--- src/verilog/cbs_pkg.sv ---
/*
 * Package for the bus-cycle sequencer: cycle type codes, slow wait limits,
 * branch sequence lengths and widths shared by the sequencer files.
 * Assumes a single core clock domain and no software-visible registers.
 */
package cbs_pkg;

	// Cycle types issued by the core, one per execution step
	typedef enum logic [4:0] {
		CBS_CYC_FREE,       // f
		CBS_CYC_PAGE_RD,    // internal page register read
		CBS_CYC_IND_PTR,    // 16-bit indirect pointer read
		CBS_CYC_IND_PAGE,   // 8-bit indirect page value read
		CBS_CYC_PAGE_WR,    // internal page register write
		CBS_CYC_OPT,        // optional cycle
		CBS_CYC_PROG,       // program word fetch
		CBS_CYC_RD8,
		CBS_CYC_RD16,
		CBS_CYC_STK8,
		CBS_CYC_STK16,
		CBS_CYC_WR8,
		CBS_CYC_WR16,
		CBS_CYC_UNSTK8,
		CBS_CYC_UNSTK16,
		CBS_CYC_VECTOR,
		CBS_CYC_COND_RD8,
		CBS_CYC_COND_RD16,
		CBS_CYC_COND_WR8
	} cbs_cycle_t;

	// Width of the extra-cycle count
	localparam int CBS_CNT_W = 4;
	localparam logic [CBS_CNT_W-1:0] CBS_CNT_ZERO = 4'h0;
	localparam logic [CBS_CNT_W-1:0] CBS_CNT_ONE = 4'h1;

	// Branch sequence lengths
	localparam logic [2:0] CBS_SBR_TAKEN_LEN = 3'h3;
	localparam logic [2:0] CBS_SBR_NOT_LEN = 3'h1;
	localparam logic [2:0] CBS_LBR_TAKEN_LEN = 3'h4;
	localparam logic [2:0] CBS_LBR_NOT_LEN = 3'h3;
	localparam logic [2:0] CBS_LEN_ZERO = 3'h0;

	// Default slow chip-select extra bus clocks
	localparam int CBS_SLOW_WAIT_DEF = 1;
	// Largest slow wait accepted; with split and misalign it stays inside the extra-cycle count
	localparam int CBS_SLOW_WAIT_MAX = 4;

endpackage

--- src/verilog/cbs_stretch_calc.sv ---
/*
 * Combinational stretch calculator: turns one resolved access into the
 * number of extra bus clocks it needs.
 * Assumes the caller has already resolved optional and conditional cycles.
 */
`timescale 1ns/1ps

module cbs_stretch_calc
	import cbs_pkg::*;
#(
	parameter int SLOW_WAIT = CBS_SLOW_WAIT_DEF
) (
	input wire cbs_cycle_t i_cycle,
	input wire logic i_is_free,
	input wire logic i_external,
	input wire logic i_narrow_bus,
	input wire logic i_slow_cs,
	input wire logic i_misaligned,
	input wire logic i_misalign_ok,
	output logic [CBS_CNT_W-1:0] o_extra,
	output logic o_on_bus
);

	// Refuse slow wait lengths below zero or above CBS_SLOW_WAIT_MAX
	if (SLOW_WAIT < 0 || SLOW_WAIT > CBS_SLOW_WAIT_MAX) begin : g_bad_wait
		$error("cbs_stretch_calc: SLOW_WAIT out of range");
	end

	localparam logic [CBS_CNT_W-1:0] SLOW_CNT = CBS_CNT_W'(SLOW_WAIT);

	logic wide;
	logic split_ok;
	logic align_ok;
	logic slow_ok;

	// Classify which stretch causes apply to this cycle type
	always_comb begin
		wide = 1'b0;
		split_ok = 1'b0;
		align_ok = 1'b0;
		slow_ok = 1'b1;
		o_on_bus = 1'b1;
		unique case (i_cycle)
			CBS_CYC_FREE, CBS_CYC_OPT, CBS_CYC_PAGE_RD, CBS_CYC_PAGE_WR: begin
				slow_ok = 1'b0;
				o_on_bus = 1'b0;
			end
			CBS_CYC_IND_PTR, CBS_CYC_RD16, CBS_CYC_WR16, CBS_CYC_COND_RD16: begin
				wide = 1'b1;
				split_ok = 1'b1;
				align_ok = 1'b1;
			end
			CBS_CYC_STK16, CBS_CYC_UNSTK16: begin
				wide = 1'b1;
				split_ok = 1'b1;
				align_ok = 1'b1;
			end
			CBS_CYC_PROG, CBS_CYC_VECTOR: begin
				wide = 1'b1;
				split_ok = 1'b1;
			end
			default: begin
				wide = 1'b0;
			end
		endcase
		if (i_is_free) begin
			slow_ok = 1'b0;
			o_on_bus = 1'b0;
			split_ok = 1'b0;
			align_ok = 1'b0;
		end
	end

	// Sum the extra bus clocks
	always_comb begin
		o_extra = CBS_CNT_ZERO;
		if (split_ok && wide && i_external && i_narrow_bus) begin
			o_extra = o_extra + CBS_CNT_ONE;
		end
		if (align_ok && i_misaligned && !i_misalign_ok) begin
			o_extra = o_extra + CBS_CNT_ONE;
		end
		if (slow_ok && i_slow_cs) begin
			o_extra = o_extra + SLOW_CNT;
		end
	end

endmodule

--- src/verilog/cbs_sequencer.sv ---
/*
 * Bus-cycle sequencer: takes one cycle request per core step, resolves
 * optional and conditional cycles, stretches slow or split accesses by
 * holding the core clock enable low, and reports branch sequence lengths.
 * Assumes address decode (external, slow chip-select, misaligned) is
 * supplied by the memory map logic on the same clock.
 */
`timescale 1ns/1ps

// Behaviour
// - One step per core cycle; uppercase means wide
// - Core clock enable held low while stretching
// - Free cycle never uses buses, one clock
// - Page register accesses internal, never stretched
// - Indirect pointer wide; split, slow, misalign stretch
// - Indirect page value stretched only by slow
// - Optional becomes fetch for odd misaligned instruction
// - Prebyte optional fetch if misaligned, else free
// - Second optional cycle opposite of prebyte's
// - Free optional never stretched; fetch optional stretches
// - Program fetch aligned wide, split and slow
// - Byte data/stack cycles stretched only by slow
// - Wide data split, slow and misalign stretch
// - Wide stack split; on-chip RAM never misaligned
// - Vectors aligned wide, split and slow stretch
// - Conditional cycles real access or free
// - Short branch three taken, one not
// - Long branch four taken, three not
module cbs_sequencer
	import cbs_pkg::*;
#(
	parameter int SLOW_WAIT = CBS_SLOW_WAIT_DEF
) (
	input wire logic i_clk,
	input wire logic i_reset,
	input wire logic i_step_valid,
	input wire cbs_cycle_t i_cycle,
	input wire logic i_odd_len,
	input wire logic i_first_misaligned,
	input wire logic i_prebyte,
	input wire logic i_cond_active,
	input wire logic i_external,
	input wire logic i_narrow_bus,
	input wire logic i_slow_cs,
	input wire logic i_misaligned,
	input wire logic i_internal_ram,
	input wire logic i_short_branch,
	input wire logic i_long_branch,
	input wire logic i_branch_taken,
	output logic o_core_clk_en,
	output logic o_stretch_req,
	output logic o_bus_active,
	output logic o_bus_free,
	output logic o_fetch,
	output logic [2:0] o_branch_len,
	output cbs_cycle_t o_cycle
);

	// ****************************************
	// Optional cycle resolution
	// ****************************************

	logic prebyte_fetch_reg;
	logic prebyte_seen_reg;
	logic opt_is_fetch;
	logic is_free;
	logic [CBS_CNT_W-1:0] extra;
	logic on_bus;
	logic [CBS_CNT_W-1:0] stretch_cnt_reg;
	logic busy;
	logic accept;

	assign busy = (stretch_cnt_reg != CBS_CNT_ZERO);
	assign accept = i_step_valid && !busy;

	// Decide what the optional cycle turns into
	always_comb begin
		if (i_prebyte) begin
			opt_is_fetch = i_first_misaligned;
		end else if (prebyte_seen_reg) begin
			opt_is_fetch = !prebyte_fetch_reg && i_odd_len;
		end else begin
			opt_is_fetch = i_odd_len && i_first_misaligned;
		end
	end

	// Remember the prebyte's choice until the instruction's next optional cycle
	always_ff @(posedge i_clk) begin
		if (i_reset) begin
			prebyte_seen_reg <= 1'b0;
			prebyte_fetch_reg <= 1'b0;
		end else if (i_step_valid && !busy && i_cycle == CBS_CYC_OPT) begin
			prebyte_seen_reg <= i_prebyte;
			prebyte_fetch_reg <= i_prebyte && opt_is_fetch;
		end
	end

	// Free-acting cycles: plain free, unused optional, idle conditional
	always_comb begin
		unique case (i_cycle)
			CBS_CYC_FREE: is_free = 1'b1;
			CBS_CYC_OPT: is_free = !opt_is_fetch;
			CBS_CYC_COND_RD8, CBS_CYC_COND_RD16, CBS_CYC_COND_WR8: begin
				is_free = !i_cond_active;
			end
			default: is_free = 1'b0;
		endcase
	end

	// ****************************************
	// Stretch calculation and counter
	// ****************************************

	cbs_stretch_calc #(
		.SLOW_WAIT(SLOW_WAIT)
	) u_calc (
		.i_cycle(opt_is_fetch && i_cycle == CBS_CYC_OPT ? CBS_CYC_PROG : i_cycle),
		.i_is_free(is_free),
		.i_external(i_external),
		.i_narrow_bus(i_narrow_bus),
		.i_slow_cs(i_slow_cs),
		.i_misaligned(i_misaligned),
		.i_misalign_ok(i_internal_ram),
		.o_extra(extra),
		.o_on_bus(on_bus)
	);

	// Count down one per extra bus clock
	always_ff @(posedge i_clk) begin
		if (i_reset) begin
			stretch_cnt_reg <= CBS_CNT_ZERO;
		end else if (busy) begin
			stretch_cnt_reg <= stretch_cnt_reg - CBS_CNT_ONE;
		end else if (i_step_valid) begin
			stretch_cnt_reg <= extra;
		end
	end

	// Core clock frozen during stretch, so each step stays one core cycle
	assign o_core_clk_en = !busy;
	assign o_stretch_req = busy;

	// ****************************************
	// Registered cycle outputs
	// ****************************************

	always_ff @(posedge i_clk) begin
		if (i_reset) begin
			o_bus_active <= 1'b0;
			o_bus_free <= 1'b1;
			o_fetch <= 1'b0;
			o_cycle <= CBS_CYC_FREE;
		end else if (!busy) begin
			o_bus_active <= i_step_valid && on_bus;
			o_bus_free <= !(i_step_valid && on_bus);
			o_fetch <= i_step_valid && (i_cycle == CBS_CYC_PROG || 
				(i_cycle == CBS_CYC_OPT && opt_is_fetch));
			o_cycle <= i_step_valid ? i_cycle : CBS_CYC_FREE;
		end
	end

	// ****************************************
	// Branch sequence length
	// ****************************************

	always_ff @(posedge i_clk) begin
		if (i_reset) begin
			o_branch_len <= CBS_LEN_ZERO;
		end else if (i_step_valid && !busy) begin
			if (i_short_branch) begin
				o_branch_len <= i_branch_taken ? CBS_SBR_TAKEN_LEN : CBS_SBR_NOT_LEN;
			end else if (i_long_branch) begin
				o_branch_len <= i_branch_taken ? CBS_LBR_TAKEN_LEN : CBS_LBR_NOT_LEN;
			end else begin
				o_branch_len <= CBS_LEN_ZERO;
			end
		end
	end

	// ****************************************
	// Assertions
	// ****************************************

	property p_clk_low_when_busy;
		@(posedge i_clk) disable iff (i_reset)
		(accept && extra != CBS_CNT_ZERO) |=> !o_core_clk_en && o_stretch_req;
	endproperty
	a_clk_low_when_busy: assert property (p_clk_low_when_busy)
		else $error("core clock enabled during stretch");

	property p_free_one_clock;
		@(posedge i_clk) disable iff (i_reset)
		(i_step_valid && !busy && i_cycle == CBS_CYC_FREE) |=> o_core_clk_en && !o_bus_active;
	endproperty
	a_free_one_clock: assert property (p_free_one_clock)
		else $error("free cycle stretched or on bus");

	property p_page_never_stretched;
		@(posedge i_clk) disable iff (i_reset)
		(i_step_valid && !busy && (i_cycle == CBS_CYC_PAGE_RD || i_cycle == CBS_CYC_PAGE_WR))
			|=> o_core_clk_en;
	endproperty
	a_page_never_stretched: assert property (p_page_never_stretched)
		else $error("page register cycle stretched");

	property p_narrow_split;
		@(posedge i_clk) disable iff (i_reset)
		(i_step_valid && !busy && i_cycle == CBS_CYC_PROG && i_external && i_narrow_bus
			&& !i_slow_cs) |=> !o_core_clk_en ##1 o_core_clk_en;
	endproperty
	a_narrow_split: assert property (p_narrow_split)
		else $error("external narrow fetch not split in two");

	property p_byte_no_width_stretch;
		@(posedge i_clk) disable iff (i_reset)
		(i_step_valid && !busy && i_cycle == CBS_CYC_RD8 && !i_slow_cs) |=> o_core_clk_en;
	endproperty
	a_byte_no_width_stretch: assert property (p_byte_no_width_stretch)
		else $error("byte access stretched without slow select");

	property p_opt_free;
		@(posedge i_clk) disable iff (i_reset)
		(i_step_valid && !busy && i_cycle == CBS_CYC_OPT && !opt_is_fetch) |=> o_core_clk_en;
	endproperty
	a_opt_free: assert property (p_opt_free)
		else $error("free optional cycle stretched");

	property p_stack_ram_no_misalign;
		@(posedge i_clk) disable iff (i_reset)
		(i_step_valid && !busy && i_cycle == CBS_CYC_STK16 && i_internal_ram && !i_external
			&& !i_slow_cs) |=> o_core_clk_en;
	endproperty
	a_stack_ram_no_misalign: assert property (p_stack_ram_no_misalign)
		else $error("on-chip stack access stretched");

	property p_short_taken;
		@(posedge i_clk) disable iff (i_reset)
		(i_step_valid && !busy && i_short_branch && i_branch_taken)
			|=> o_branch_len == CBS_SBR_TAKEN_LEN;
	endproperty
	a_short_taken: assert property (p_short_taken)
		else $error("short branch taken length wrong");

	property p_long_not;
		@(posedge i_clk) disable iff (i_reset)
		(i_step_valid && !busy && i_long_branch && !i_branch_taken)
			|=> o_branch_len == CBS_LBR_NOT_LEN;
	endproperty
	a_long_not: assert property (p_long_not)
		else $error("long branch not-taken length wrong");

	property p_hold_while_frozen;
		@(posedge i_clk) disable iff (i_reset)
		!o_core_clk_en |=> $stable(o_cycle) && $stable(o_fetch) && $stable(o_branch_len);
	endproperty
	a_hold_while_frozen: assert property (p_hold_while_frozen)
		else $error("registered outputs moved during stretch");

	property p_prebyte_fetch;
		@(posedge i_clk) disable iff (i_reset)
		(accept && i_cycle == CBS_CYC_OPT && i_prebyte && i_first_misaligned)
			|=> o_fetch && o_bus_active;
	endproperty
	a_prebyte_fetch: assert property (p_prebyte_fetch)
		else $error("misaligned prebyte optional cycle not a fetch");

	property p_prebyte_free;
		@(posedge i_clk) disable iff (i_reset)
		(accept && i_cycle == CBS_CYC_OPT && i_prebyte && !i_first_misaligned)
			|=> !o_fetch && !o_bus_active && o_core_clk_en;
	endproperty
	a_prebyte_free: assert property (p_prebyte_free)
		else $error("aligned prebyte optional cycle not free");

	property p_second_opt;
		@(posedge i_clk) disable iff (i_reset)
		(accept && i_cycle == CBS_CYC_OPT && !i_prebyte && prebyte_seen_reg && i_odd_len)
			|=> o_fetch == !$past(prebyte_fetch_reg);
	endproperty
	a_second_opt: assert property (p_second_opt)
		else $error("second optional cycle not opposite of prebyte");

	property p_vector_split;
		@(posedge i_clk) disable iff (i_reset)
		(accept && i_cycle == CBS_CYC_VECTOR && i_external && i_narrow_bus && !i_slow_cs)
			|=> !o_core_clk_en ##1 o_core_clk_en;
	endproperty
	a_vector_split: assert property (p_vector_split)
		else $error("external narrow vector not split in two");

	property p_ind_page_slow;
		@(posedge i_clk) disable iff (i_reset)
		(accept && i_cycle == CBS_CYC_IND_PAGE && !i_slow_cs) |=> o_core_clk_en;
	endproperty
	a_ind_page_slow: assert property (p_ind_page_slow)
		else $error("indirect page value stretched without slow select");

	property p_short_not;
		@(posedge i_clk) disable iff (i_reset)
		(accept && i_short_branch && !i_branch_taken) |=> o_branch_len == CBS_SBR_NOT_LEN;
	endproperty
	a_short_not: assert property (p_short_not)
		else $error("short branch not-taken length wrong");

	property p_long_taken;
		@(posedge i_clk) disable iff (i_reset)
		(accept && !i_short_branch && i_long_branch && i_branch_taken)
			|=> o_branch_len == CBS_LBR_TAKEN_LEN;
	endproperty
	a_long_taken: assert property (p_long_taken)
		else $error("long branch taken length wrong");

	property p_cond_idle;
		@(posedge i_clk) disable iff (i_reset)
		(accept && (i_cycle == CBS_CYC_COND_RD8 || i_cycle == CBS_CYC_COND_RD16
			|| i_cycle == CBS_CYC_COND_WR8) && !i_cond_active) |=> o_core_clk_en && !o_bus_active;
	endproperty
	a_cond_idle: assert property (p_cond_idle)
		else $error("idle conditional cycle used bus or stretched");

	c_split: cover property (@(posedge i_clk) disable iff (i_reset) busy ##1 !busy);
	c_opt_fetch: cover property (@(posedge i_clk) disable iff (i_reset)
		i_step_valid && i_cycle == CBS_CYC_OPT && opt_is_fetch);
	c_long_taken: cover property (@(posedge i_clk) disable iff (i_reset)
		i_step_valid && i_long_branch && i_branch_taken);
	c_second_opt: cover property (@(posedge i_clk) disable iff (i_reset)
		accept && i_cycle == CBS_CYC_OPT && prebyte_seen_reg && !i_prebyte);

endmodule

--- config.mk ---
export PLATFORM = sky130hd
export DESIGN_NAME = cbs_sequencer
export DESIGN_NICKNAME = d
export VERILOG_FILES = /design/src/verilog/cbs_pkg.sv /design/src/verilog/cbs_stretch_calc.sv /design/src/verilog/cbs_sequencer.sv
export SDC_FILE = /design/constraint.sdc
export NUM_CORES = 1
export LEC_CHECK = 0
export ABC_CLOCK_PERIOD_IN_PS = 2190
export CORE_MARGIN = 2
export CORE_UTILIZATION = 40
export DETAILED_ROUTE_END_ITERATION = 7
export DONT_BUFFER_PORTS = 1
export PLACE_DENSITY = 0.56
export SYNTH_ARGS = -nofsm -noshare
export SYNTH_HDL_FRONTEND = slang
export SYNTH_SLANG_ARGS = --single-unit
--- constraint.sdc ---
create_clock -name i_clk -period 2.19 [get_ports i_clk]
set_input_delay 0.438 -clock i_clk [delete_from_list [all_inputs] [get_ports i_clk]]
set_output_delay 0.438 -clock i_clk [all_outputs]
set_load 0.03 [all_outputs]
# Word level (Yosys, flattened, before mapping)
# Cells that the tools add are included.
dict set report word_totals {
  ff_bits 17
  output_inout_bits 13
  wordCells 76
}
dict set report classes {
  addsub 3
  eq_ne 16
  n_mux 20
  reduce_logical 29
}
# cell count
set ops {}
lappend ops {{$eq 5x3->1 const B} 5}
lappend ops {{$eq 5x4->1 const B} 5}
lappend ops {{$eq 5x5->1 const B} 4}
lappend ops {{$mux 4} 4}
lappend ops {{$logic_and 1x1->1} 14}
lappend ops {{$logic_not 5->1} 2}
lappend ops {{$mux 5} 2}
lappend ops {{$mux 1} 9}
lappend ops {{$mux 3} 3}
lappend ops {{$reduce_or 8->1} 1}
lappend ops {{$logic_not 1->1} 6}
lappend ops {{$reduce_or 6->1} 1}
lappend ops {{$eq 5x1->1 const B} 1}
lappend ops {{$eq 5x2->1 const B} 1}
lappend ops {{$add 4x1->4 const B} 1}
lappend ops {{$reduce_bool 4->1} 1}
lappend ops {{$reduce_or 4->1} 1}
lappend ops {{$sub 4x1->4 const B} 1}
lappend ops {{$pmux 1 s3} 1}
lappend ops {{$reduce_or 3->1} 1}
lappend ops {{$add 1x1->2 const B} 1}
lappend ops {{$mux 2} 1}
lappend ops {{$reduce_bool 2->1} 1}
lappend ops {{$logic_or 1x1->1} 1}

# Logic depth before layout (Yosys ltp)
dict set report depth {
  word_depth 20
  ltp_mapped 12
}

# Cells and area by module
# Synthesis repeated with hierarchy kept, for this count alone.
dict set report unflattened {
  cells_unflattened 133
  area_unflattened_um2 1072.3
}
# module instances cells_per_inst area_each_um2
set by_module_without_submodules {}
lappend by_module_without_submodules {cbs_sequencer 1 107 888.4}
lappend by_module_without_submodules {cbs_stretch_calc 1 26 183.9}

# Least setup slack after synthesis
# OpenSTA, ideal clock, no wires.
dict set report synth_timing {
  path_kind {input to register}
  start {in i_cycle[3]}
  end {reg stretch_cnt_reg[2]}
  arrival_ps 1925
  path_slack_ps 135
  stages 9
  n_path_buf 1
  cell_sequence {clkbuf_1 > nor3_1 > a222oi_1 > o21ai_1 > and4_1 > ha_1 > and3_1 > a31oi_1 > o22ai_1}
}
dict set report synth_between {
  elab_chain_cells 17
  elab_cells_between_ends 43
  cone_classes {add/sub: 2; eq/ne: 15; mux: 13; reduce/logical: 13}
}
# item line_no
set synth_rtl {}
lappend synth_rtl {{start, declared} cbs_sequencer.sv:37} ;# input wire cbs_cycle_t i_cycle,
lappend synth_rtl {{$eq 5x3->1} {cbs_sequencer.sv:100, cbs_sequencer.sv:117}}
lappend synth_rtl {{$logic_and 1x1->1} cbs_sequencer.sv:117} ;# .i_cycle(opt_is_fetch && i_cycle == CBS_CYC_OPT ? CBS_CYC_PROG : i_cycle),
lappend synth_rtl {{$mux 5} cbs_sequencer.sv:117}
lappend synth_rtl {{$eq 5x3->1 (tied with other cells)} cbs_stretch_calc.sv:43} ;# unique case (i_cycle)
lappend synth_rtl {{$reduce_or 8->1 (no line)} -}
lappend synth_rtl {{$mux 1} cbs_stretch_calc.sv:43}
lappend synth_rtl {{$mux 1} cbs_stretch_calc.sv:66} ;# if (i_is_free) begin
lappend synth_rtl {{$logic_and 1x1->1 (3 in a row)} cbs_stretch_calc.sv:77} ;# if (split_ok && wide && i_external && i_narrow_bus) begin
lappend synth_rtl {{$mux 1} cbs_stretch_calc.sv:77}
lappend synth_rtl {{$add 1x1->2} cbs_stretch_calc.sv:81} ;# o_extra = o_extra + CBS_CNT_ONE;
lappend synth_rtl {{$mux 4} cbs_stretch_calc.sv:80} ;# if (align_ok && i_misaligned && !i_misalign_ok) begin
lappend synth_rtl {{$add 4x1->4} cbs_stretch_calc.sv:84} ;# o_extra = o_extra + SLOW_CNT;
lappend synth_rtl {{$mux 4 (*)} cbs_stretch_calc.sv:83} ;# if (slow_ok && i_slow_cs) begin
lappend synth_rtl {{$mux 4 (*)} cbs_sequencer.sv:134} ;# end else if (i_step_valid) begin
lappend synth_rtl {{$mux 4 (*)} cbs_sequencer.sv:132} ;# end else if (busy) begin
lappend synth_rtl {{end signal, assigned} cbs_sequencer.sv:133} ;# stretch_cnt_reg <= stretch_cnt_reg - CBS_CNT_ONE;
lappend synth_rtl {{end signal, assigned} cbs_sequencer.sv:135} ;# stretch_cnt_reg <= extra;
lappend synth_rtl {{end, declared} cbs_sequencer.sv:69} ;# logic [CBS_CNT_W-1:0] stretch_cnt_reg;
# Mark *: on every way between the ends. The rest lies on a longest branch, timed or not. The select of a mux whose other input is x is not followed.
# A chain may end at the register's enable or synchronous reset.

# Worst setup path after layout
dict set report layout_timing {
  start {reg prebyte_seen_reg}
  end {reg stretch_cnt_reg[0]}
}
dict set report layout_between {
  elab_chain_cells 18
  elab_cells_between_ends 40
  cone_classes {add/sub: 2; eq/ne: 11; mux: 15; reduce/logical: 12}
}
# item line_no
set layout_rtl {}
lappend layout_rtl {{start, declared} cbs_sequencer.sv:64} ;# logic prebyte_seen_reg;
lappend layout_rtl {{start signal, assigned} cbs_sequencer.sv:93} ;# prebyte_seen_reg <= i_prebyte;
lappend layout_rtl {{$mux 1 (*)} cbs_sequencer.sv:80} ;# end else if (prebyte_seen_reg) begin
lappend layout_rtl {{$mux 1 (*)} cbs_sequencer.sv:78} ;# if (i_prebyte) begin
lappend layout_rtl {{$logic_and 1x1->1} cbs_sequencer.sv:117}
lappend layout_rtl {{$mux 5} cbs_sequencer.sv:117}
lappend layout_rtl {{$eq 5x3->1 (tied with other cells)} cbs_stretch_calc.sv:43}
lappend layout_rtl {{$reduce_or 8->1 (no line)} -}
lappend layout_rtl {{$mux 1} cbs_stretch_calc.sv:43}
lappend layout_rtl {{$mux 1} cbs_stretch_calc.sv:66}
lappend layout_rtl {{$logic_and 1x1->1 (3 in a row)} cbs_stretch_calc.sv:77}
lappend layout_rtl {{$mux 1} cbs_stretch_calc.sv:77}
lappend layout_rtl {{$add 1x1->2} cbs_stretch_calc.sv:81}
lappend layout_rtl {{$mux 4} cbs_stretch_calc.sv:80}
lappend layout_rtl {{$add 4x1->4} cbs_stretch_calc.sv:84}
lappend layout_rtl {{$mux 4 (*)} cbs_stretch_calc.sv:83}
lappend layout_rtl {{$mux 4 (*)} cbs_sequencer.sv:134}
lappend layout_rtl {{$mux 4 (*)} cbs_sequencer.sv:132}
# Marks and branches as above.

==> impl_metrics.yaml <==
floorplanning:
  dieArea_mm2: 0.00293
  rows: 18
  io_pins: 33
  die_w_um: 54.1
  start_util: 0.413
  die_y_um: 54.1
  core_mm2: 0.00243
detailed_routing:
  drc: 0
  ant_nets: 0
  vias: 989
  drt-initial-drc-count: 28
  wl_per_cell_um: 13.6
  drt-total-wl_mm: 2.30
  drt_pre_antenna_iters: 4
  post_drt_via_cell_ratio: 5.85
timing:
  grt_setup_unrepaired: "true"
  finClkSkew_ns: 0.00340
  fmax_ghz: 0.486
  slew_headroom: 0.774
  drv_slew: 0
  finalHoldViolCount: 0
  tightest_slew_ns: 0.338
  fin_crit_ns: 2.06
  whs_ns: 0.198
  fin_crit_sh: 0.940
  setup_viol: 0
finish:
  stdcell_count: 169
  n_antenna_cell: 0
  final_core_util: 0.444
  multi_input_area_um2: 616
  fillers: 259
  syn2layout_area_growth_pct: 7.73
  drive_gt1_frac: 0.108
  largest_reg_flops: 5
  nets: 163
  seqCellArea_um2: 342
logic_synthesis:
  synthAdderAreaFrac: 0.0374
  synth_area_leaders: "dfxtp_1 34%, a21oi_1 10%, nand2_1 7.1%"
  synth_top_area_cell: "dfxtp_1"
  syn_nets: 164
  avgSynthCellArea_um2: 7.12
  synth_xor_area_frac: 0
  synth_mux_area_frac: 0
  yosysWarnings: 0
  synth_compound_area_frac: 0.208
  yosysUniqueCellTypes: 37
  yosys.area_share.simple: 0.347
  synth_top_family_by_area: "simple AND/OR/NAND/NOR gates"
  ys_seq_elements: 17
  synth_top_area_share: 0.339
  synth_seq_area_share: 0.339
  syn_area_mm2: 0.00100
  synth_cells: 141
critical_path:
  crit_fanout: 5
  required_ns: 2.43
  setup.worst_path.start: "prebyte_seen_reg"
  r2r_end: "stretch_cnt_reg[0]"
  cp-end-kind: "flop"
  r2r_cells: 10
  critical_path_class: "reg2reg"
  worstSetupStartpointType: "flop"
  setup.worst_path.end: "stretch_cnt_reg[0]"
  reg2reg_slack_ns: 0.13
  r2r_start: "prebyte_seen_reg"
  crit_arrival_ns: 2.30
global_routing:
  use_met1: 0.215
  grt.total_usage: 0.174
  grt_max_degree: 25
  grt_pass1_wl_mm: 3.67
  grt_pass1_vias: 845
  busiest_layer: "met2"
  grt_overflow_total: 0
  antenna_found_initial: 0
  use_met3: 0.0750
  grt.met2_usage: 0.283
cts:
  cts_max_path_buffers: 2
  cts_made_buffers: 3
  clk_pin_slew_ns: 0.10
  cts_tree: "built"
  clock-sinks: 17
  ctsHoldBuffers: 0
  cts_root_buf: "clkbuf_4"
  clkLatencyLatePin_ns: 0.29
  htree_levels: 1
power:
  power.density_mw_per_mm2: 1060
  p_total_w: 0.00115
  vdd.ir_drop.worst_uv: 751
  p_leak_nw: 0.396
place:
  dp_cells: 163
  dp_hpwl_mm: 1.71
  portBuffers: 0
  place.gp.congestion: 0.700
job:
  cap_violations: 0
status:
  status: "completed"
hold_path:
  hold_class: "in2reg"
synth_stat cells:
cell and n:
o21ai_1 1, or3b_2 1, buf_1 1, and2_1 1
o31a_1 1, nand2_1 19, or3_1 1, nor2b_1 2
o21ai_0 2, nor4b_1 1, o211ai_1 1, a31oi_1 2
nand4bb_1 1, a222oi_1 1, nor2_1 13, a21o_1 2
nor3_1 8, or4_1 1, o21ai_2 1, nor3b_1 2
nand4_1 3, a21oi_1 20, nor4_1 3, o22ai_1 1
nand3_1 8, a31o_1 1, inv_1 6, nand2b_1 3
a211oi_1 1, inv_2 1, dfxtp_1 17, and3_1 1
and4_1 1, buf_2 4, clkbuf_1 5, o2bb2ai_1 1
ha_1 3
how the worst min path moves through the flow:
stage | startpoint | end | slack (ns) | depth (start not counted)
floorplan | prebyte_fetch_reg | prebyte_fetch_reg | 0.44 | 2
detailed placement | prebyte_fetch_reg | prebyte_fetch_reg | 0.49 | 2
finish | i_reset | prebyte_seen_reg | 0.20 | 1
global route | i_reset | prebyte_seen_reg | 0.16 | 1
global placement | prebyte_fetch_reg | prebyte_fetch_reg | 0.46 | 2
CTS | i_reset | o_cycle[2] | 0.19 | 1
report_power, final:
part / switching, W / total, W / internal (W)
combinational: 0.000315 / 0.000472 / 0.000157
sequential: 0.000125 / 0.000502 / 0.000377
clock: 0.000102 / 0.000171 / 0.0000694
total: 0.000541 / 0.00115 / 0.000604
metrics by stage:
stage,worst slack [ns],TNS [ns],area (µm²)
3_5_place_dp,-0.0381,-0.0381,1010
4_1_cts,0.100,0,1040
2_1_floorplan,0.135,0,1000
3_3_place_gp,0.00601,0,1010
6_report,0.131,0,1080
5_1_grt,-0.0360,-0.0383,1080
cell type report:
type,count,area share
Clock buffer,3,0.0208
Clock inverter,1,0.00694
Inverter,7,0.0243
Multi-Input combinational cell,107,0.569
Sequential cell,17,0.316
Tap cell,30,0.0347
Timing Repair Buffer,4,0.0278
cells by family after synthesis:
kind of cell	Yosys count
AOI/OAI and AO/OA	35
adders and majority gates	3
DFF	17
buffers and inverters	17
and+or+nand+nor	69
worst max-delay path, cell delays in order, from the launching register on:
cell and delay [ns]:
dfxtp_2 0.35, nor2b_1 0.05, o21ai_2 0.17, nand2_2 0.09
a222oi_1 0.35, o21ai_1 0.13, nand4_1 0.16, ha_4 0.24
nor4_1 0.26, o211ai_1 0.11, nand3_1 0.10
what timing repair did:
action,CTS,global route
endpoints found under the setup margin,0,2
resized for setup,0,4
buffers inserted,0,2
per-layer routing:
layer | wire length [µm] | part of all wire
met4 | 10 | 0.0043
met3 | 167 | 0.073
met1 | 982 | 0.43
met2 | 1140 | 0.49
met5 | 0 | 0
placed cells by master, fill, tap and decap left out, types with 3 or more instances in the layout:
master	count
buf_4	4
clkbuf_4	3
dfxtp_1	16
nand4_1	3
nor2_1	13
nand2b_1	3
nand3_1	8
nand2_1	18
inv_1	6
a21oi_1	20
nor3_1	8
Power figures use the tool's default switching activity.
